`config.mk`:
```
export PLATFORM = sky130hd
export DESIGN_NAME = lptv_voter
export DESIGN_NICKNAME = d
export VERILOG_FILES = /design/src/shared/lptv_pkg.sv /design/src/rtl/lptv_voter.sv
export VERILOG_INCLUDE_DIRS = /design/src /design/src/shared
export SDC_FILE = /design/constraint.sdc
export NUM_CORES = 1
export LEC_CHECK = 0
export BUFFER_PORTS_ARGS = -buffer_cell sky130_fd_sc_hd__buf_4
export CAP_MARGIN = 15
export CORE_MARGIN = 1
export CORE_UTILIZATION = 25
export DETAILED_ROUTE_END_ITERATION = 16
export HOLD_SLACK_MARGIN = 0.03
export PLACE_DENSITY = 0.38
export SYNTH_ARGS = -nofsm -noshare
export SYNTH_HDL_FRONTEND = slang
export SYNTH_SLANG_ARGS = --single-unit
```
`constraint.sdc`:
```
create_clock -name hclk -period 8.8 [get_ports hclk]
set_clock_uncertainty 0.05 [all_clocks]
set_input_delay 0.88 -clock hclk [delete_from_list [all_inputs] [get_ports hclk]]
set_output_delay 0.88 -clock hclk [all_outputs]
set_load 0.01 [all_outputs]
```
`src/shared/lptv_regs.svh`:
```
// Register offsets, field positions and reset values of the low pressure trip voter
`ifndef LPTV_REGS_SVH
`define LPTV_REGS_SVH
`define LPTV_CTRL_OFF 12'h000
`define LPTV_TRIP_SP_OFF 12'h004
`define LPTV_RBYP_SP_OFF 12'h008
`define LPTV_BYP_SP_OFF 12'h00c
`define LPTV_ARST_OFF 12'h010
`define LPTV_STATUS_OFF 12'h014
`define LPTV_IRQ_STAT_OFF 12'h018
`define LPTV_IRQ_MASK_OFF 12'h01c
`define LPTV_BYP_REQ_OFF 12'h020
`define LPTV_CTRL_MODE_BIT 0
`define LPTV_TRIP_SP_RST 12'h640
`define LPTV_RBYP_SP_RST 12'h6cc
`define LPTV_BYP_SP_RST 12'h6cc
`define LPTV_ARST_RST 12'h64a
`define LPTV_ST_TRIP_LSB 0
`define LPTV_ST_BYP_LSB 3
`define LPTV_ST_ACT_BIT 6
`define LPTV_IRQ_ACT_BIT 0
`define LPTV_IRQ_BYPSET_BIT 1
`define LPTV_IRQ_BYPCLR_BIT 2
`endif

```
`src/shared/lptv_pkg.sv`:
```
// Types of the low pressure trip voter
package lptv_pkg;
   typedef logic [11:0] lptv_press_t;
   typedef enum logic {LPTV_LEGACY, LPTV_MEDIAN} lptv_mode_e;
endpackage

```
`src/rtl/lptv_voter.sv`:
```
// Low coolant pressure trip voter with AHB-Lite register slave
// Functional notes
// - New mode: each channel works on the median of three pressures.
// - Legacy mode: each channel works on its own pressure.
// - Channel trips when working pressure at or below trip setpoint.
// - Building pressure trip input also trips every channel.
// - Two or more channel trips actuate output channels 1 and 2.
// - Pressure at or above removal setpoint clears channel bypass.
// - Bypass request accepted only at or below permit setpoint.
// - Removal re-arms only after pressure falls to permit setpoint.
// - All setpoints live in software-writable registers.
// - Bypass in two channels suppresses low-pressure actuation.
// - Bypass never blocks building pressure actuation.
`timescale 1ns/1ps
`include "lptv_regs.svh"
module lptv_voter (
   input wire logic hclk,
   input wire logic hresetn,
   input wire logic hsel,
   input wire logic [11:0] haddr,
   input wire logic [1:0] htrans,
   input wire logic hwrite,
   input wire logic [2:0] hsize,
   input wire logic [31:0] hwdata,
   input wire logic hready,
   output logic [31:0] hrdata,
   output logic hreadyout,
   output logic hresp,
   input wire lptv_pkg::lptv_press_t channel_pressure_a,
   input wire lptv_pkg::lptv_press_t channel_pressure_b,
   input wire lptv_pkg::lptv_press_t channel_pressure_c,
   input wire logic building_pressure_trip,
   input wire logic [2:0] bypass_button,
   output logic [2:0] channel_trip,
   output logic [2:0] bypass_lamp,
   output logic actuation_1,
   output logic actuation_2,
   output logic irq
);
   import lptv_pkg::*;

   function automatic lptv_press_t median3(input lptv_press_t a, input lptv_press_t b,
                                           input lptv_press_t c);
      lptv_press_t lo;
      lptv_press_t hi;
      lo = (a < b) ? a : b;
      hi = (a < b) ? b : a;
      median3 = (c <= lo) ? lo : ((c >= hi) ? hi : c);
   endfunction

   // Two or more of three set
   function automatic logic maj3(input logic [2:0] v);
      maj3 = (v[0] & v[1]) | (v[0] & v[2]) | (v[1] & v[2]);
   endfunction

   // Keeps the last word seen twice in a row
   function automatic lptv_press_t settled(input lptv_press_t cur, input lptv_press_t prev,
                                           input lptv_press_t kept);
      settled = (cur == prev) ? cur : kept;
   endfunction

   // Pin synchronisers: pressures and buttons come from outside the clock domain
   lptv_press_t pa_s1, pb_s1, pc_s1, pa_s2, pb_s2, pc_s2;
   logic bld_s1, bld_s2;
   logic [2:0] btn_s1, btn_s2, btn_d;
   always_ff @(posedge hclk or negedge hresetn) begin
      if (!hresetn) begin
         pa_s1 <= 12'h000;
         pb_s1 <= 12'h000;
         pc_s1 <= 12'h000;
         pa_s2 <= 12'h000;
         pb_s2 <= 12'h000;
         pc_s2 <= 12'h000;
         bld_s1 <= 1'b0;
         bld_s2 <= 1'b0;
         btn_s1 <= 3'h0;
         btn_s2 <= 3'h0;
         btn_d <= 3'h0;
      end else begin
         pa_s1 <= channel_pressure_a;
         pb_s1 <= channel_pressure_b;
         pc_s1 <= channel_pressure_c;
         pa_s2 <= pa_s1;
         pb_s2 <= pb_s1;
         pc_s2 <= pc_s1;
         bld_s1 <= building_pressure_trip;
         bld_s2 <= bld_s1;
         btn_s1 <= bypass_button;
         btn_s2 <= btn_s1;
         btn_d <= btn_s2;
      end
   end

   // Pressure words cross bit by bit, so one caught mid-update may mix old and new bits.
   // Only a word seen in two samples in a row is used; costs two cycles of latency,
   // and a word that changes on every cycle is never taken.
   lptv_press_t pa_s3, pb_s3, pc_s3, pa_ok, pb_ok, pc_ok;
   always_ff @(posedge hclk or negedge hresetn) begin
      if (!hresetn) begin
         pa_s3 <= 12'h000;
         pb_s3 <= 12'h000;
         pc_s3 <= 12'h000;
         pa_ok <= 12'h000;
         pb_ok <= 12'h000;
         pc_ok <= 12'h000;
      end else begin
         pa_s3 <= pa_s2;
         pb_s3 <= pb_s2;
         pc_s3 <= pc_s2;
         pa_ok <= settled(pa_s2, pa_s3, pa_ok);
         pb_ok <= settled(pb_s2, pb_s3, pb_ok);
         pc_ok <= settled(pc_s2, pc_s3, pc_ok);
      end
   end

   // Registers
   lptv_mode_e mode;
   lptv_press_t trip_setpoint, bypass_removal_setpoint, bypass_permit_setpoint, auto_reset_value;
   logic [2:0] irq_stat, irq_mask, sw_byp_req;
   logic [2:0] low_trip, bypass, removal_armed;
   logic act_q;

   // AHB-Lite address phase capture
   // Zero wait states; a write lands at the end of its data phase
   logic wr_pend;
   logic [11:0] addr_q;
   wire take = hsel & hready & htrans[1];
   always_ff @(posedge hclk or negedge hresetn) begin
      if (!hresetn) begin
         wr_pend <= 1'b0;
         addr_q <= 12'h000;
      end else begin
         wr_pend <= take & hwrite;
         if (take) begin
            addr_q <= haddr;
         end
      end
   end
   assign hreadyout = 1'b1;
   assign hresp = 1'b0;

   wire wr_ctrl = wr_pend && addr_q == `LPTV_CTRL_OFF;
   wire wr_trip = wr_pend && addr_q == `LPTV_TRIP_SP_OFF;
   wire wr_rbyp = wr_pend && addr_q == `LPTV_RBYP_SP_OFF;
   wire wr_byp = wr_pend && addr_q == `LPTV_BYP_SP_OFF;
   wire wr_arst = wr_pend && addr_q == `LPTV_ARST_OFF;
   wire wr_istat = wr_pend && addr_q == `LPTV_IRQ_STAT_OFF;
   wire wr_imask = wr_pend && addr_q == `LPTV_IRQ_MASK_OFF;
   wire wr_breq = wr_pend && addr_q == `LPTV_BYP_REQ_OFF;

   // Working pressure selection
   // Legacy mode uses each channel's own word, median mode the middle one of three;
   // both see only filtered words
   wire lptv_press_t med = median3(pa_ok, pb_ok, pc_ok);
   lptv_press_t work [3];
   assign work[0] = (mode == LPTV_MEDIAN) ? med : pa_ok;
   assign work[1] = (mode == LPTV_MEDIAN) ? med : pb_ok;
   assign work[2] = (mode == LPTV_MEDIAN) ? med : pc_ok;

   // Per-channel comparators
   logic [2:0] at_trip, above_reset, at_removal, at_permit, byp_req, byp_accept, next_low_trip;
   always_comb begin
      for (int i = 0; i < 3; i++) begin
         at_trip[i] = work[i] <= trip_setpoint;
         above_reset[i] = work[i] > auto_reset_value;
         at_removal[i] = work[i] >= bypass_removal_setpoint;
         at_permit[i] = work[i] <= bypass_permit_setpoint;
         byp_req[i] = (btn_s2[i] & ~btn_d[i]) | (wr_breq & hwdata[i]);
         byp_accept[i] = byp_req[i] & at_permit[i] & ~at_removal[i];
         // Legacy comparator follows pressure; new mode holds until auto-reset value
         if (mode == LPTV_MEDIAN) begin
            next_low_trip[i] = at_trip[i] | (low_trip[i] & ~above_reset[i]);
         end else begin
            next_low_trip[i] = at_trip[i];
         end
      end
   end

   // Low-pressure trips count only where not bypassed; building trip always counts
   wire [2:0] eff_low = low_trip & ~bypass;
   wire [2:0] trip_vec = eff_low | {3{bld_s2}};
   // Two bypassed channels leave at most one low trip in the vote, which
   // suppresses low-pressure actuation while building trips still count
   wire vote = maj3(trip_vec);

   logic [2:0] next_bypass, next_armed, byp_set_ev, byp_clr_ev;
   always_comb begin
      for (int i = 0; i < 3; i++) begin
         // Removal fires once per rise; re-armed only by falling to permit level
         byp_clr_ev[i] = bypass[i] & at_removal[i] & removal_armed[i];
         byp_set_ev[i] = byp_accept[i] & ~bypass[i];
         next_bypass[i] = (bypass[i] | byp_accept[i]) & ~byp_clr_ev[i];
         if (at_permit[i]) begin
            next_armed[i] = 1'b1;
         end else if (byp_clr_ev[i]) begin
            next_armed[i] = 1'b0;
         end else begin
            next_armed[i] = removal_armed[i];
         end
      end
   end

   wire act_rise = vote & ~act_q;
   wire [2:0] irq_ev = {|byp_clr_ev, |byp_set_ev, act_rise};
   // Set wins over a simultaneous write-one clear
   wire [2:0] next_irq_stat = (irq_stat & ~(wr_istat ? hwdata[2:0] : 3'h0)) | irq_ev;

   // Software-writable setpoints and mode, retunable in service
   always_ff @(posedge hclk or negedge hresetn) begin
      if (!hresetn) begin
         mode <= LPTV_LEGACY;
         trip_setpoint <= `LPTV_TRIP_SP_RST;
         bypass_removal_setpoint <= `LPTV_RBYP_SP_RST;
         bypass_permit_setpoint <= `LPTV_BYP_SP_RST;
         auto_reset_value <= `LPTV_ARST_RST;
         irq_mask <= 3'h0;
      end else begin
         if (wr_ctrl) begin
            mode <= lptv_mode_e'(hwdata[`LPTV_CTRL_MODE_BIT]);
         end
         if (wr_trip) begin
            trip_setpoint <= hwdata[11:0];
         end
         if (wr_rbyp) begin
            bypass_removal_setpoint <= hwdata[11:0];
         end
         if (wr_byp) begin
            bypass_permit_setpoint <= hwdata[11:0];
         end
         if (wr_arst) begin
            auto_reset_value <= hwdata[11:0];
         end
         if (wr_imask) begin
            irq_mask <= hwdata[2:0];
         end
      end
   end

   // Sticky event flags
   always_ff @(posedge hclk or negedge hresetn) begin
      if (!hresetn) begin
         irq_stat <= 3'h0;
      end else begin
         irq_stat <= next_irq_stat;
      end
   end

   // Channel trip, bypass and actuation state
   always_ff @(posedge hclk or negedge hresetn) begin
      if (!hresetn) begin
         low_trip <= 3'h0;
         bypass <= 3'h0;
         removal_armed <= 3'h7;
         act_q <= 1'b0;
      end else begin
         low_trip <= next_low_trip;
         bypass <= next_bypass;
         removal_armed <= next_armed;
         act_q <= vote;
      end
   end

   assign channel_trip = trip_vec;
   assign bypass_lamp = bypass;
   assign actuation_1 = act_q;
   assign actuation_2 = act_q;
   assign irq = |(irq_stat & irq_mask);

   // Read data is latched at the end of the address phase, so a read returns the
   // register as it stood then; zero outside a read data phase
   wire [31:0] status_word = {25'h0, act_q, bypass, trip_vec};
   logic [31:0] rd_word;
   always_comb begin
      if (haddr == `LPTV_CTRL_OFF) begin
         rd_word = {31'h0, mode == LPTV_MEDIAN};
      end else if (haddr == `LPTV_TRIP_SP_OFF) begin
         rd_word = {20'h0, trip_setpoint};
      end else if (haddr == `LPTV_RBYP_SP_OFF) begin
         rd_word = {20'h0, bypass_removal_setpoint};
      end else if (haddr == `LPTV_BYP_SP_OFF) begin
         rd_word = {20'h0, bypass_permit_setpoint};
      end else if (haddr == `LPTV_ARST_OFF) begin
         rd_word = {20'h0, auto_reset_value};
      end else if (haddr == `LPTV_STATUS_OFF) begin
         rd_word = status_word;
      end else if (haddr == `LPTV_IRQ_STAT_OFF) begin
         rd_word = {29'h0, irq_stat};
      end else if (haddr == `LPTV_IRQ_MASK_OFF) begin
         rd_word = {29'h0, irq_mask};
      end else if (haddr == `LPTV_BYP_REQ_OFF) begin
         rd_word = {29'h0, bypass};
      end else begin
         rd_word = 32'h0;
      end
   end

   always_ff @(posedge hclk or negedge hresetn) begin
      if (!hresetn) begin
         hrdata <= 32'h0;
      end else begin
         hrdata <= (take & ~hwrite) ? rd_word : 32'h0;
      end
   end
endmodule

```
## Yosys cells after proc, flatten, opt, wreduce, memory -nomap -nowiden

Cells that the tools add are included.
Widths: inputs -> output; s select.

- Muxes and demuxes: 27
- Reduce and logical (&&, ||, !) cells: 16
- Order comparisons: 15
- Equality and inequality tests: 18
- Bitwise operators: 70

Operator list:

| operator | number |
|---|---|
| $mux 32 | 5 |
| $mux 12 | 8 |
| $eq 12x5->1 const B | 7 |
| $le 12x12->1 | 7 |
| $eq 12x4->1 const B | 4 |
| $ge 12x12->1 | 4 |
| $eq 12x12->1 | 3 |
| $gt 12x12->1 | 3 |
| $and 1x1->1 | 35 |
| $eq 12x3->1 const B | 2 |
| $eq 12x6->1 const B | 2 |
| $logic_not 12->1 | 2 |
| $not 1->1 | 17 |
| $lt 12x12->1 | 1 |
| $mux 3 | 4 |
| $or 1x1->1 | 11 |
| $and 3x3->3 | 3 |
| $mux 1 | 9 |
| $reduce_or 3->1 | 3 |
| $logic_and 1x1->1 | 8 |
| $mux 7 | 1 |
| $not 3->3 | 2 |
| $or 3x3->3 | 2 |
| $reduce_bool 2->1 | 3 |

- Output and inout bits: 43
- Flip-flop bits (word level): 265
- Bits of input ports: 94

## Depth between registers and ports, before layout

- Depth after elaboration: 12
- Depth in mapped cells: 26
- Gate-level depth less buffers: 24

## Least setup slack after synthesis

OpenSTA, ideal clock, no wires.

- Path kind: reg-to-reg
- Start: register pb_ok[7]
- End: register irq_stat[1]
- Stages on the path, launching flop included: 26
- Period minus slack after synthesis: 5660 ps
- Arrival: 5521 ps
- Path buffers: 2
- Slack: 3140 ps
- Required time: 8660 ps
- Path through: dfrtp_1 > inv_1 > ha_1 > and2_0 > o2111ai_1 > o21ai_1 > clkbuf_1 > mux2_2 > and2_1 > ha_1 > a211oi_1 > o21ai_0 > o211ai_1 > a21oi_1 > or2_2 > clkbuf_1 > o211ai_1 > o221ai_1 > ha_1 > a21o_1 > nand3_1 > a21oi_1 > a2111oi_0 > nor2_1 > or4_1 > o2111ai_1

- Longest elaborated chain between the ends: 12

RTL lines:

| item | line | RTL |
|---|---|---|
| start: declaration | lptv_voter.sv:97 | `lptv_press_t pa_s3, pb_s3, pc_s3, pa_ok, pb_ok, pc_ok;` |
| start signal: assignment | lptv_voter.sv:111 | `pb_ok <= settled(pb_s2, pb_s3, pb_ok);` |
| $lt 12x12->1 | lptv_voter.sv:46, lptv_voter.sv:47 |  |
| $mux 12 | lptv_voter.sv:47 | `hi = (a < b) ? b : a;` |
| $ge 12x12->1 | lptv_voter.sv:48 | `median3 = (c <= lo) ? lo : ((c >= hi) ? hi : c);` |
| $mux 12 (2 in series) | lptv_voter.sv:48 |  |
| $mux 12 (on tied branches) | lptv_voter.sv:156, lptv_voter.sv:157, lptv_voter.sv:158 |  |
| $le 12x12->1 / $ge 12x12->1 (equally long branches) | lptv_voter.sv:167, lptv_voter.sv:166 |  |
| $and 1x1->1 / $not 1->1 (equally long branches) | lptv_voter.sv:169 | `byp_accept[i] = byp_req[i] & at_permit[i] & ~at_removal[i];` |
| $and 1x1->1 | lptv_voter.sv:169 |  |
| $and 1x1->1 | lptv_voter.sv:191 | `byp_set_ev[i] = byp_accept[i] & ~bypass[i];` |
| $reduce_or 3->1 * | lptv_voter.sv:204 | `wire [2:0] irq_ev = {\|byp_clr_ev, \|byp_set_ev, act_rise};` |
| $or 3x3->3 * | lptv_voter.sv:206 | `wire [2:0] next_irq_stat = (irq_stat & ~(wr_istat ? hwdata[2:0] : 3'h0)) \| irq_ev;` |
| via next_irq_stat[1] | lptv_voter.sv:206 |  |
| end signal: assignment | lptv_voter.sv:244 | `irq_stat <= next_irq_stat;` |
| end: declaration | lptv_voter.sv:119 | `logic [2:0] irq_stat, irq_mask, sw_byp_req;` |

Mark *: on every way through the listed nets, which the timed path passes. The rest lies on a longest branch.
A chain may end at the register's enable or synchronous reset.

## Worst setup path in the final report

- Start: register pb_ok[9]
- End: register irq_stat[2]

- Longest elaborated chain between the ends: 11

RTL lines:

| item | line | RTL |
|---|---|---|
| $lt 12x12->1 | lptv_voter.sv:46, lptv_voter.sv:47 |  |
| $mux 12 | lptv_voter.sv:47 |  |
| $ge 12x12->1 | lptv_voter.sv:48 |  |
| $mux 12 (2 in series) | lptv_voter.sv:48 |  |
| $mux 12 (on tied branches) | lptv_voter.sv:156, lptv_voter.sv:157, lptv_voter.sv:158 |  |
| $ge 12x12->1 | lptv_voter.sv:166 | `at_removal[i] = work[i] >= bypass_removal_setpoint;` |
| $and 1x1->1 (2 in series) | lptv_voter.sv:190 | `byp_clr_ev[i] = bypass[i] & at_removal[i] & removal_armed[i];` |
| $reduce_or 3->1 * | lptv_voter.sv:204 |  |
| $or 3x3->3 * | lptv_voter.sv:206 |  |
| via next_irq_stat[2] | lptv_voter.sv:206 |  |

Marked as above.

==> out/metrics.cfg <==
[status]
status=finished clean

[synth]
synth_area_um2=14000
synth_top_area_share_pct=39.67
synth_edf_count=0
syn_inst=1320
synth_ff_type=dfrtp_1
synth.yosys.warnings=0
synth_largest_area_cell=dfrtp_1
synth_cell_types=64
ys_seq_area_share_pct=43.99
synth-seq-cells=245
synth_area_per_cell_um2=10.61
async_reset_ff_share_pct=100.0
synth_area_leaders=dfrtp_1 40%, ha_1 16%, mux2_2 5.4%

[place]
gp_congestion=0.8739
dp_hpwl_mm=33.18
place_ws_ps=1598
port-buffer-count=90
post-place-cells=2147
dpl_cell_area_um2=15620

[setup_path]
cp_max_fo=13
r2r-end=irq_stat[2]
slowest_stage=o21ai_0
reg2reg_from=pb_ok[9]
startpoint_type=flip-flop
rrSetupSlack_ps=1370
slowest_delay_ps=780
required_ps=9260
rr_worst_depth=23
crit_arrival_ps=7890
critPathKind=flip-flop to flip-flop
end_kind=flip-flop
crit_chain=inv_1 > ha_1 > a211o_1 > a21oi_1 > nor2_1 > a221oi_1 > and2_1 > ha_1 > a211oi_1 > o21ai_0 > o211ai_1 > a21oi_1 > or2_2 > o211ai_1 > o221ai_1 > ha_1 > nand2_1 > o21ai_0 > a41oi_1 > o21ai_0 > nand3_1 > a21boi_0 > nand3_1

[route]
vias=10510
wl_met2_mm=18.99
met3_length_mm=2.042
drc=0
drtIter0Drc=491
met1_length_mm=20.55
wl_per_cell_um=19.43
drtAntennaViolNets=0
totalWireLength_mm=42.81
top_layer_used=met5
viasPerCell=4.769
dr.pass1.iters=4

[timing]
fin_ws_ps=1375
tns_ps=0
finalMaxSlewViolations=0
finalCriticalPeriod_ps=7425
grt_setup_unrepaired=false
worstMarginPinSlew_ps=1197
setup_viol=0
fmax_mhz=134.7
hold_viol=0
post-route-period-util_pct=84.38
relSlewSlack_pct=19.91

[finish]
design_area_um2=16680
finalNonFillerCells=2204
layout.nets=1705
layout_common_cells=222 x dfrtp_1, 179 x ha_1, 122 x buf_4
area_growth_pct=19.14
layout-drive-gt1-share_pct=19.59
mostFrequentLayoutCell=dfrtp_1
n_fill_cell=5745

[floorplanning]
dieArea_um2=56960
start_util_pct=25.37
io_pins=137
die_w_um=238.7
core_area_um2=55200
num_rows=86
fp.dieH_um=238.7

[pwr]
power_density_nw_per_um2=168.8
p_leak_uw=0.007594
irDropWorstVdd_mv=0.1932

[global_route]
grt_first_pass_wirelength_mm=65.40
grt_antenna_before_repair=1
grt_use_total_pct=15.14
grt.overflow.total=0
grt_pass1_vias=10281
grt_max_degree=120

[clock_tree]
hold_buffers=0
post_cts_resized=0
cts_root_buf=clkbuf_16
insertion_delay_ps=590
post_cts_buffers=0
cts.sinks=245
clk_path_buf_depth=3
clk_pin_slew_ps=60
htreeDepth=1
cts_made_buffers=30
cts_tree=built

[flow_run]
cap_violations=0

[worst_hold_path]
hold_depth=0
hold_start=pb_s1[3]
holdPathEnd=pb_s2[3]
min_path_type=flip-flop to flip-flop

==> where the power goes <==
group	switching (uW)	internal, uW
Combinational	171	116
Sequential	43.1	1180
Clock	516	787
Total	730	2090
==> metrics by stage <==
step	hold WS [ps]	power (uW)	util, %
after floorplan	281.2	1409	-
after global placement	281.2	1531	28.30
after detailed placement	284.7	1537	28.30
after CTS	297.5	2878	30.20
after global routing	303.6	2960	30.22
final	292.6	2816	30.22
==> synth_stat cells, types with 18 or more instances <==
library cell / count
ha_1: 179
dfstp_2: 23
a21oi_1: 63
dfrtp_1: 222
mux2_2: 67
nor2b_1: 21
o221ai_1: 37
a21o_1: 22
o211ai_1: 32
xnor2_1: 36
nand3_1: 33
inv_1: 85
buf_4: 24
nand2_1: 100
clkbuf_1: 31
nor3_1: 26
o21ai_0: 72
nand4_1: 39
nor2_1: 32
a22oi_1: 18
==> metal layers <==
| metal | vias up | global-route usage [%] |
|---|---|---|
| li1 | 5080 | - |
| met1 | 5123 | 21.39 |
| met2 | 236 | 23.39 |
| met3 | 69 | 2.587 |
| met4 | 2 | 4.759 |
| met5 | - | 0 |
==> worst max path at each step <==
| stage | cells past startpoint | start | end | slack [ps] |
|---|---|---|---|---|
| 2_1_floorplan | 25 | pb_ok[7] | irq_stat[1] | 3140 |
| 3_3_place_gp | 22 | pb_ok[9] | bypass_lamp[0] | 1640 |
| 3_5_place_dp | 23 | pb_ok[9] | irq_stat[1] | 1600 |
| 4_1_cts | 23 | pb_ok[9] | irq_stat[1] | 1570 |
| 5_1_grt | 22 | pb_ok[9] | irq_stat[1] | 850 |
| 6_report | 23 | pb_ok[9] | irq_stat[2] | 1370 |
==> final cells by class <==
| class | instances | area (um2) | share of cell area [%] |
|---|---|---|---|
| diodes | 1 | 2.502 | 0.01500 |
| clock inverters | 15 | 209.0 | 1.252 |
| flip-flops and latches | 245 | 6160 | 36.92 |
| well taps | 748 | 935.9 | 5.610 |
| multi-input cells | 946 | 7277 | 43.62 |
| inverters | 85 | 319.1 | 1.912 |
| repair buffers | 124 | 942.2 | 5.647 |
| clock buffers | 40 | 838.3 | 5.025 |
==> worst max-delay path: cells and delay by family (launching register included) <==
family	cells	cell delay (ps)
compound gates	13	4420
fa+ha+maj	3	890
buf+inv	1	170
flops	1	400
simple gates	6	1400
==> cells by family after synthesis <==
kind of cell             share of synthesized area [%]
buffers and inverters                            4.691
multiplexers                                     5.388
adder cells (fa/ha/maj)                          15.99
AO/OA/AOI/OAI                                    15.67
AND/OR/NAND/NOR                                  11.96
other                                          0.05363
flip-flops                                       43.99
XOR/XNOR                                         2.252
No activity file was read; power rests on OpenSTA's default activity.
